**config.mk**
```make
export PLATFORM = sky130hd
export DESIGN_NAME = regulator_thermistor_ctrl
export DESIGN_NICKNAME = d
export VERILOG_FILES = /design/src/second_linear_regulator_ntc_ctrl.v /design/src/reg_pair_mem.v
export VERILOG_INCLUDE_DIRS = /design/src
export SDC_FILE = /design/constraint.sdc
export NUM_CORES = 1
export LEC_CHECK = 0
export ABC_AREA = 1
export BUFFER_PORTS_ARGS = -buffer_cell sky130_fd_sc_hd__buf_2
export CAP_MARGIN = 10
export CELL_PAD_IN_SITES_DETAIL_PLACEMENT = 0
export CELL_PAD_IN_SITES_GLOBAL_PLACEMENT = 1
export CORE_MARGIN = 4
export CORE_UTILIZATION = 30
export CTS_CLUSTER_DIAMETER = 80
export DETAILED_ROUTE_END_ITERATION = 8
export GPL_TIMING_DRIVEN = 0
export PLACE_DENSITY = 0.73
export SKIP_LAST_GASP = 1
export SYNTH_ARGS = -nofsm -noshare
export SYNTH_HDL_FRONTEND = slang
export SYNTH_HIERARCHICAL = 1
export SYNTH_SLANG_ARGS = --single-unit
export TNS_END_PERCENT = 1
```
**constraint.sdc**
```tcl
create_clock -name clock_in -period 1 [get_ports clock_in]
set_input_delay 0.1 -clock clock_in [delete_from_list [all_inputs] [get_ports clock_in]]
set_output_delay 0.1 -clock clock_in [all_outputs]
set_load 0.02 [all_outputs]
```
**src/second_linear_regulator_ntc_regs.vh**
```
// offsets, field positions and reset values of the regulator/thermistor control pair
// assumes: included by bare name from the design files
`ifndef REG_THERM_CTRL_REGS_VH
`define REG_THERM_CTRL_REGS_VH

// ----------------------------------------
// offsets
// ----------------------------------------
`define REG_CTRL_OFFSET        8'h3E
`define THERM_CTRL_OFFSET      8'h3F

// ----------------------------------------
// regulator control fields
// ----------------------------------------
`define REG_EN_SEL_MSB         7
`define REG_EN_SEL_LSB         5
`define REG_GOOD_MON_BIT       3
`define REG_GOOD_FLAG_BIT      1
`define REG_EN_SEL_RESET       3'h4
`define REG_GOOD_MON_RESET     1'h1
`define REG_EN_SLOT_A          3'h0
`define REG_EN_SLOT_B          3'h1
`define REG_EN_SLOT_C          3'h2
`define REG_EN_SLOT_D          3'h3
`define REG_EN_OFF             3'h4
`define REG_EN_ON              3'h5
`define REG_EN_PIN             3'h6
`define REG_EN_ALWAYS          3'h7

// ----------------------------------------
// thermistor control fields
// ----------------------------------------
`define TEMP_ACTION_BIT        7
`define TEMP_BATT_MON_BIT      6
`define TEMP_ADPT_MON_BIT      5
`define TEMP_CUR_DERATE_BIT    4
`define TEMP_VOLT_DERATE_BIT   3
`define TEMP_LOCKOUT_BIT       2
`define THERM_CTRL_RESET       8'hA0
`define THERM_WRITE_MASK       8'hFC

// ----------------------------------------
// derating figures
// ----------------------------------------
`define CUR_DERATE_HALF_NUM    8'h05
`define CUR_DERATE_FIFTH_NUM   8'h02
`define VOLT_DERATE_LOW_MV     8'h64
`define VOLT_DERATE_HIGH_MV    8'hC8
`define ADPT_MON_PERIOD_MS     8'h1E

`endif

```
**src/second_linear_regulator_ntc_ctrl.v**
```verilog
// second regulator and thermistor protection control registers
// assumes: host bus decoder delivers byte writes/reads on clock_in; pins are asynchronous
`timescale 1ns/1ps
`include "second_linear_regulator_ntc_regs.vh"

module regulator_thermistor_ctrl (
  input  wire       clock_in,
  input  wire       rst_b_in,
  input  wire       clk_en_in,
  input  wire       reg_reset_in,
  input  wire       wdog_expire_in,
  input  wire [7:0] addr_in,
  input  wire       wr_en_in,
  input  wire       rd_en_in,
  input  wire [7:0] wdata_in,
  input  wire [3:0] seq_slot_on_in,
  input  wire       first_general_pin_in,
  input  wire       regulator_good_in,
  output reg  [7:0] rdata_out,
  output reg        regulator_on_out,
  output reg        regulator_good_monitor_enable_out,
  output reg        temp_action_enable_out,
  output reg        temp_fault_battery_mode_enable_out,
  output reg        temp_fault_adapter_mode_enable_out,
  output reg        temp_charge_current_derate_out,
  output reg        temp_warm_voltage_derate_out,
  output reg        overtemp_lockout_enable_out,
  output reg  [7:0] charge_current_tenths_out,
  output reg  [7:0] warm_voltage_drop_mv_out
);

  // ----------------------------------------
  // pin synchronisers
  // ----------------------------------------
  reg        pin_meta_r;
  reg        pin_sync_r;
  reg        good_meta_r;
  reg        good_sync_r;

  always @(posedge clock_in or negedge rst_b_in) begin
    if (!rst_b_in) begin
      pin_meta_r  <= 1'b0;
      pin_sync_r  <= 1'b0;
      good_meta_r <= 1'b0;
      good_sync_r <= 1'b0;
    end else if (clk_en_in) begin
      pin_meta_r  <= first_general_pin_in;
      pin_sync_r  <= pin_meta_r;
      good_meta_r <= regulator_good_in;
      good_sync_r <= good_meta_r;
    end
  end

  // ----------------------------------------
  // address decode
  // ----------------------------------------
  function [1:0] addr_hit;
    input [7:0] addr;
    begin
      if (addr == `REG_CTRL_OFFSET) begin
        addr_hit = 2'b01;
      end else if (addr == `THERM_CTRL_OFFSET) begin
        addr_hit = 2'b10;
      end else begin
        addr_hit = 2'b00;
      end
    end
  endfunction

  wire [1:0] hit           = addr_hit(addr_in);

  // ----------------------------------------
  // regulator control register
  // ----------------------------------------
  reg  [2:0] en_sel_r;
  reg        good_mon_r;
  wire       wr_reg_ctrl   = wr_en_in && hit[0];
  wire       wr_therm_ctrl = wr_en_in && hit[1];
  wire [7:0] therm_q;

  always @(posedge clock_in or negedge rst_b_in) begin
    if (!rst_b_in) begin
      en_sel_r   <= `REG_EN_SEL_RESET;
      good_mon_r <= `REG_GOOD_MON_RESET;
    end else if (clk_en_in) begin
      if (reg_reset_in) begin
        en_sel_r   <= `REG_EN_SEL_RESET;
        good_mon_r <= `REG_GOOD_MON_RESET;
      end else if (wr_reg_ctrl) begin
        en_sel_r   <= wdata_in[`REG_EN_SEL_MSB:`REG_EN_SEL_LSB];
        good_mon_r <= wdata_in[`REG_GOOD_MON_BIT];
      end
    end
  end

  reg_pair_mem u_therm (
    .clock_in     (clock_in),
    .rst_b_in     (rst_b_in),
    .clk_en_in    (clk_en_in),
    .reg_reset_in (reg_reset_in),
    .wdog_in      (wdog_expire_in),
    .wr_in        (wr_therm_ctrl),
    .wdata_in     (wdata_in),
    .value_out    (therm_q)
  );

  // ----------------------------------------
  // enable decode
  // ----------------------------------------
  function sel_on;
    input [2:0] sel;
    input [3:0] slots;
    input       pin;
    begin
      if (sel == `REG_EN_SLOT_A) begin
        sel_on = slots[0];
      end else if (sel == `REG_EN_SLOT_B) begin
        sel_on = slots[1];
      end else if (sel == `REG_EN_SLOT_C) begin
        sel_on = slots[2];
      end else if (sel == `REG_EN_SLOT_D) begin
        sel_on = slots[3];
      end else if (sel == `REG_EN_OFF) begin
        sel_on = 1'b0;
      end else if (sel == `REG_EN_ON) begin
        sel_on = 1'b1;
      end else if (sel == `REG_EN_PIN) begin
        sel_on = pin;
      end else begin
        sel_on = 1'b1;
      end
    end
  endfunction

  // ----------------------------------------
  // derating figures
  // ----------------------------------------
  function [7:0] current_tenths;
    input fifth;
    begin
      if (fifth) begin
        current_tenths = `CUR_DERATE_FIFTH_NUM;
      end else begin
        current_tenths = `CUR_DERATE_HALF_NUM;
      end
    end
  endfunction

  function [7:0] voltage_drop_mv;
    input deeper;
    begin
      if (deeper) begin
        voltage_drop_mv = `VOLT_DERATE_HIGH_MV;
      end else begin
        voltage_drop_mv = `VOLT_DERATE_LOW_MV;
      end
    end
  endfunction

  // ----------------------------------------
  // read mux
  // ----------------------------------------
  reg [7:0] rdata_nxt;

  always @* begin
    rdata_nxt = rdata_out;
    if (rd_en_in) begin
      if (hit[0]) begin
        rdata_nxt = 8'h00;
        rdata_nxt[`REG_EN_SEL_MSB:`REG_EN_SEL_LSB] = en_sel_r;
        rdata_nxt[`REG_GOOD_MON_BIT]  = good_mon_r;
        rdata_nxt[`REG_GOOD_FLAG_BIT] = good_sync_r;
      end else if (hit[1]) begin
        rdata_nxt = therm_q;
      end else begin
        rdata_nxt = 8'h00;
      end
    end
  end

  // ----------------------------------------
  // outputs
  // ----------------------------------------
  always @(posedge clock_in or negedge rst_b_in) begin
    if (!rst_b_in) begin
      rdata_out                          <= 8'h00;
      regulator_on_out                   <= 1'b0;
      regulator_good_monitor_enable_out  <= 1'b0;
      temp_action_enable_out             <= 1'b0;
      temp_fault_battery_mode_enable_out <= 1'b0;
      temp_fault_adapter_mode_enable_out <= 1'b0;
      temp_charge_current_derate_out     <= 1'b0;
      temp_warm_voltage_derate_out       <= 1'b0;
      overtemp_lockout_enable_out        <= 1'b0;
      charge_current_tenths_out          <= 8'h00;
      warm_voltage_drop_mv_out           <= 8'h00;
    end else if (clk_en_in) begin
      rdata_out                          <= rdata_nxt;
      regulator_on_out                   <= sel_on(en_sel_r, seq_slot_on_in, pin_sync_r);
      regulator_good_monitor_enable_out  <= good_mon_r;
      temp_action_enable_out             <= therm_q[`TEMP_ACTION_BIT];
      temp_fault_battery_mode_enable_out <= therm_q[`TEMP_BATT_MON_BIT];
      temp_fault_adapter_mode_enable_out <= therm_q[`TEMP_ADPT_MON_BIT];
      temp_charge_current_derate_out     <= therm_q[`TEMP_CUR_DERATE_BIT];
      temp_warm_voltage_derate_out       <= therm_q[`TEMP_VOLT_DERATE_BIT];
      overtemp_lockout_enable_out        <= therm_q[`TEMP_LOCKOUT_BIT];
      charge_current_tenths_out          <= current_tenths(therm_q[`TEMP_CUR_DERATE_BIT]);
      warm_voltage_drop_mv_out           <= voltage_drop_mv(therm_q[`TEMP_VOLT_DERATE_BIT]);
    end
  end

endmodule

```
**src/reg_pair_mem.v**
```verilog
// reg_pair_mem.v: thermistor control byte storage with registered read data
// assumes: single clock, write mask and reset values from the header
`timescale 1ns/1ps
`include "second_linear_regulator_ntc_regs.vh"

module reg_pair_mem (
  input  wire       clock_in,
  input  wire       rst_b_in,
  input  wire       clk_en_in,
  input  wire       reg_reset_in,
  input  wire       wdog_in,
  input  wire       wr_in,
  input  wire [7:0] wdata_in,
  output reg  [7:0] value_out
);

  // ----------------------------------------
  // storage
  // ----------------------------------------
  always @(posedge clock_in or negedge rst_b_in) begin
    if (!rst_b_in) begin
      value_out <= `THERM_CTRL_RESET;
    end else if (clk_en_in) begin
      if (reg_reset_in) begin
        value_out <= `THERM_CTRL_RESET;
      end else if (wr_in) begin
        value_out <= wdata_in & `THERM_WRITE_MASK;
      end else if (wdog_in) begin
        value_out[`TEMP_BATT_MON_BIT] <= 1'b0;
        value_out[`TEMP_ADPT_MON_BIT] <= 1'b1;
      end
    end
  end

endmodule

```
# After elaboration in Yosys (flattened, before gate mapping)

Cells that the tools add are included.

Register bits: 48
Bits of input ports: 29
Output and inout bits: 32

Equal/unequal tests: 8
Muxes and demuxes: 22
Reduce and logical (&&, ||, !) cells: 10

Operators by type and width:

| operator                                                        | number |
|---|---|
| 8-bit 2-to-1 mux                                                | 4 |
| 8-bit by 6-bit == test with 1-bit output, second input constant | 2 |
| 1-bit 2-to-1 mux                                                | 10 |
| 3-bit == test, second input constant                            | 3 |
| 3-bit 2-to-1 mux                                                | 3 |
| 2-bit 2-to-1 mux                                                | 4 |
| 2-bit AND reduction                                             | 4 |
| 3-bit by 2-bit == test with 1-bit output, second input constant | 2 |
| 5-bit 2-to-1 mux                                                | 1 |
| 2-bit nonzero test                                              | 2 |
| 3-bit by 1-bit == test with 1-bit output, second input constant | 1 |
| 3-bit logical NOT                                               | 1 |
| 3-bit nonzero test                                              | 1 |
| 1-bit logical AND                                               | 2 |

# Longest topological paths before layout

Word-level depth: 8
Depth in mapped cells: 9
Mapped depth without buffers: 9

# Hierarchy

Netlist, hierarchy kept.

By module, submodules not included:

| module                    | times used | cells each | area an instance (µm²) |
|---|---|---|---|
| regulator_thermistor_ctrl | 1          | 168        | 1393.8 |
| reg_pair_mem              | 1          | 37         | 300.3 |

# Least setup slack after synthesis

No wires, ideal clock.

Path type: input to register
From: input addr_in[6]
To: register u_therm.value_out[6]
Setup time: 0.065 ns
Arrival time: 1.108 ns
Path slack: -0.173 ns
Stages: 9
Path buffers: 0
Path through: inv_1 nand2_2 nor2_8 nand2_1 nor2_1 nand2_1 nor2_2 nand2_1 nand2_1

Cells in the longest elaborated chain, start to end: 6
Elaborated cells on any way between the ends: 9
Classes of those cells: eq/ne (2); mux (4); reduce/logical (3)

Ends and longest elaborated chain:

| item                                                                            | line                                  | text |
|---|---|---|
| start: declaration                                                              | second_linear_regulator_ntc_ctrl.v:12 | `input wire [7:0] addr_in,` |
| 8-bit by 6-bit == test with 1-bit output (no source line)                       | n/a                                   |  |
| 2-bit 2-to-1 mux                                                                | second_linear_regulator_ntc_ctrl.v:62 | `` end else if (addr == `THERM_CTRL_OFFSET) begin `` |
| 2-bit 2-to-1 mux *                                                              | second_linear_regulator_ntc_ctrl.v:60 | `` if (addr == `REG_CTRL_OFFSET) begin `` |
| 1-bit logical AND *                                                             | second_linear_regulator_ntc_ctrl.v:78 | `wire wr_therm_ctrl = wr_en_in && hit[1];` |
| named net wr_therm_ctrl                                                         | second_linear_regulator_ntc_ctrl.v:78 |  |
| 3-bit nonzero test (no source line) / 2-bit 2-to-1 mux (equally long branches)  | n/a                                   |  |
| 2-bit AND reduction (no source line) / 8-bit 2-to-1 mux (equally long branches) | n/a                                   |  |
| end signal: assignment                                                          | reg_pair_mem.v:22                     | `` value_out <= `THERM_CTRL_RESET; `` |
| end signal: assignment                                                          | reg_pair_mem.v:25                     | `` value_out <= `THERM_CTRL_RESET; `` |
| end signal: assignment                                                          | reg_pair_mem.v:27                     | `` value_out <= wdata_in & `THERM_WRITE_MASK; `` |
| end: declaration                                                                | reg_pair_mem.v:14                     | `output reg [7:0] value_out` |

Mark *: on every way through the listed nets, which the timed path passes. The rest lies on a longest branch.
A chain may end at the register's enable or synchronous reset.

==> results.json <==
{
  "routed_via_density": 4.11,
  "tightest_slew_ps": 714,
  "first_pass_iters": 4,
  "hold_viol": 0,
  "yosysUniqueCellTypes": 25,
  "cts_tree": "yes",
  "finalMaxSlewViolations": 0,
  "rows": 27,
  "groute.usage.overall": 0.118,
  "slew_headroom": 0.524,
  "drt-wirelength-per-cell_um": 11.1,
  "path_clk_slew_ps": 70,
  "drive_gt1_frac": 0.372,
  "num_vias": 1423,
  "core_um2": 5510,
  "drc_errors": 0,
  "initialDrtViolationCount": 64,
  "antenna_found_initial": 0,
  "power_density_nw_per_um2": 1430,
  "holdPathStages": 3,
  "die_width_um": 83.1,
  "peakVddDrop_mv": 0.641,
  "setup_viol": 5,
  "dp.final_hpwl_mm": 2.99,
  "ys_warn_count": 6,
  "dp_cells": 335,
  "cap_violations": 0,
  "holdCritPathClass": "in2reg",
  "rrSetupSlack_ps": 20,
  "post-place-ws_ps": -252,
  "grt_pass1_wl_mm": 6.44,
  "period_needed_ps": 1050,
  "hold_slack_ps": 8.57,
  "start_util": 0.308,
  "stdcell_count": 346,
  "clockRootBuffer": "clkbuf_8",
  "nFillCells": 568,
  "min_period_over_period": 1.05,
  "cp-start-kind": "flop",
  "port_buffers": 50,
  "clockBufferDepth": 2,
  "nets": 302,
  "cts_made_buffers": 5,
  "htree_levels": 2,
  "rsz0062_at_grt": "true",
  "placed_cell_area_um2": 2070,
  "violations": "negative setup slack",
  "leakage_uw": 0.00124,
  "crit_fanout": 3,
  "syn_avg_cell_area_um2": 8.26,
  "final_area_um2": 2250,
  "crit_required_ps": 900,
  "crit_end": "charge_current_tenths_out[2]",
  "rr_endpoint": "regulator_on_out$_DFFE_PN0P_",
  "die_h_um": 83.1,
  "synth-seq-cells": 33,
  "critical_path.startpoint": "charge_current_tenths_out[0]$_DFFE_PN0P_",
  "cts.sinks": 33,
  "critPathKind": "reg2out",
  "netlist_area_um2": 1690,
  "reg2reg_depth": 4,
  "final_common_cell": "nand2_1",
  "place_congestion": 0.767,
  "first_global_vias": 1314,
  "gr-total-overflow": 0,
  "worstSkewPairLatency_ps": 280,
  "setup.worst_path.end_class": "output pin",
  "die_area_um2": 6910,
  "outcome": "finished, violations left",
  "cp.arrival_ps": 950,
  "synthCells": 205,
  "ant_nets": 0,
  "ios": 61,
  "area_growth_pct": 32.6,
  "r2r_start": "en_sel_r[2]$_DFFE_PN1P_",
  "mostFrequentLayoutCells": "nand2_1 (81), buf_2 (47), dfrtp_1 (29)",
  "wl_mm": 3.85,
  "grt_max_degree": 34,
  "layout_setup_ws_ps": -49.4,
  "insertedDiodeCount": 0,
  "yosysSeqAreaShare": 0.490,
  "skew_ps": 2.62,
  "clock.fmax_mhz": 953
}
## state kept, by name (all words and copies together), names as in the netlist, 2 cells and up
name                       cells
u_therm/value_out              6
rdata_out                      8
en_sel_r                       3
charge_current_tenths_out      2
warm_voltage_drop_mv_out       3
## layer usage
| layer | wire, µm | global-route usage | part of all wire | vias up |
|---|---|---|---|---|
| li1 | - | - | - | 748 |
| met2 | 1670 | 0.167 | 0.43 | 49 |
| met1 | 1860 | 0.160 | 0.48 | 622 |
| met5 | 0 | 0 | 0 | - |
| met4 | 63 | 0.0535 | 0.016 | 0 |
| met3 | 261 | 0.0417 | 0.068 | 4 |
## final cells by class
class / count / area (µm²) / share of cell area
plain buffers: 18 / 133 / 0.0591
multi-input cells: 145 / 712 / 0.317
well taps: 72 / 90.1 / 0.0401
repair buffers: 53 / 300 / 0.134
clock inverters: 1 / 30.0 / 0.0134
inverters: 17 / 63.8 / 0.0284
clock buffers: 7 / 86.3 / 0.0384
flip-flops and latches: 33 / 831 / 0.370
## where the power goes
group / internal (µW) / leakage, µW / switching, µW
logic: 165 / 0.000765 / 272
clock network: 812 / 0.0000585 / 475
registers: 1420 / 0.000418 / 55.4
## timing repair
item | CTS | global route
hold endpoints to repair | 29 | 0
hold buffers | 1 | 0
gates resized for setup | 6 | 3
setup buffers | 2 | 0
endpoints found under the setup margin | 5 | 40
## critical path: stages, from the launching register on
cell	delay, ps
dfrtp_1	390
buf_4	130
buf_2	150
## cells by family (layout without fill, tap and decap cells)
kind of cell | count (synthesis) | count (layout) | synth area share
simple gates | 119 | 119 | 0.327
buf+inv | 35 | 96 | 0.116
flops | 33 | 33 | 0.490
compound gates | 16 | 16 | 0.0620
other cells | 2 | 10 | 0.00443
## worst min-delay path by stage
stage | endpoint | slack, ps | start
2_1_floorplan | charge_current_tenths_out[0]$_DFFE_PN0P_ | -200 | rst_b_in
3_3_place_gp | rdata_out[1]$_DFFE_PN0P_ | 210 | rst_b_in
3_5_place_dp | rdata_out[5]$_DFFE_PN0P_ | 200 | rst_b_in
4_1_cts | u_therm/value_out[2]$_DFFE_PN0P_ | 3 | wdata_in[2]
5_1_grt | good_meta_r$_DFFE_PN0P_ | 10 | regulator_good_in
6_report | u_therm/value_out[2]$_DFFE_PN0P_ | 9 | wdata_in[2]
## per-stage QoR
stage / TNS [ps] / total power (µW) / util
after floorplan: 0 / 1760 / -
after global routing: -2120 / 3390 / 0.408
after global placement: -1190 / 1940 / 0.377
after CTS: -287 / 3250 / 0.406
after detailed placement: -1240 / 1940 / 0.377
final: -194 / 3200 / 0.408
## Yosys cell counts, drive strengths merged
cell type | instances | area, µm²
nand2 | 89 | 362
dfrtp | 29 | 726
buf | 18 | 133
inv | 17 | 63.8
nand3 | 15 | 87.6
o21ai | 11 | 66.3
nor2 | 10 | 71.3
dfstp | 4 | 105
or2 | 3 | 18.8
a21oi | 2 | 10.0
conb | 2 | 7.51
nand3b | 2 | 15.0
o2111ai | 1 | 8.76
o21a | 1 | 7.51
o31ai | 1 | 12.5
Note: power is estimated with default switching activity, not from simulation.
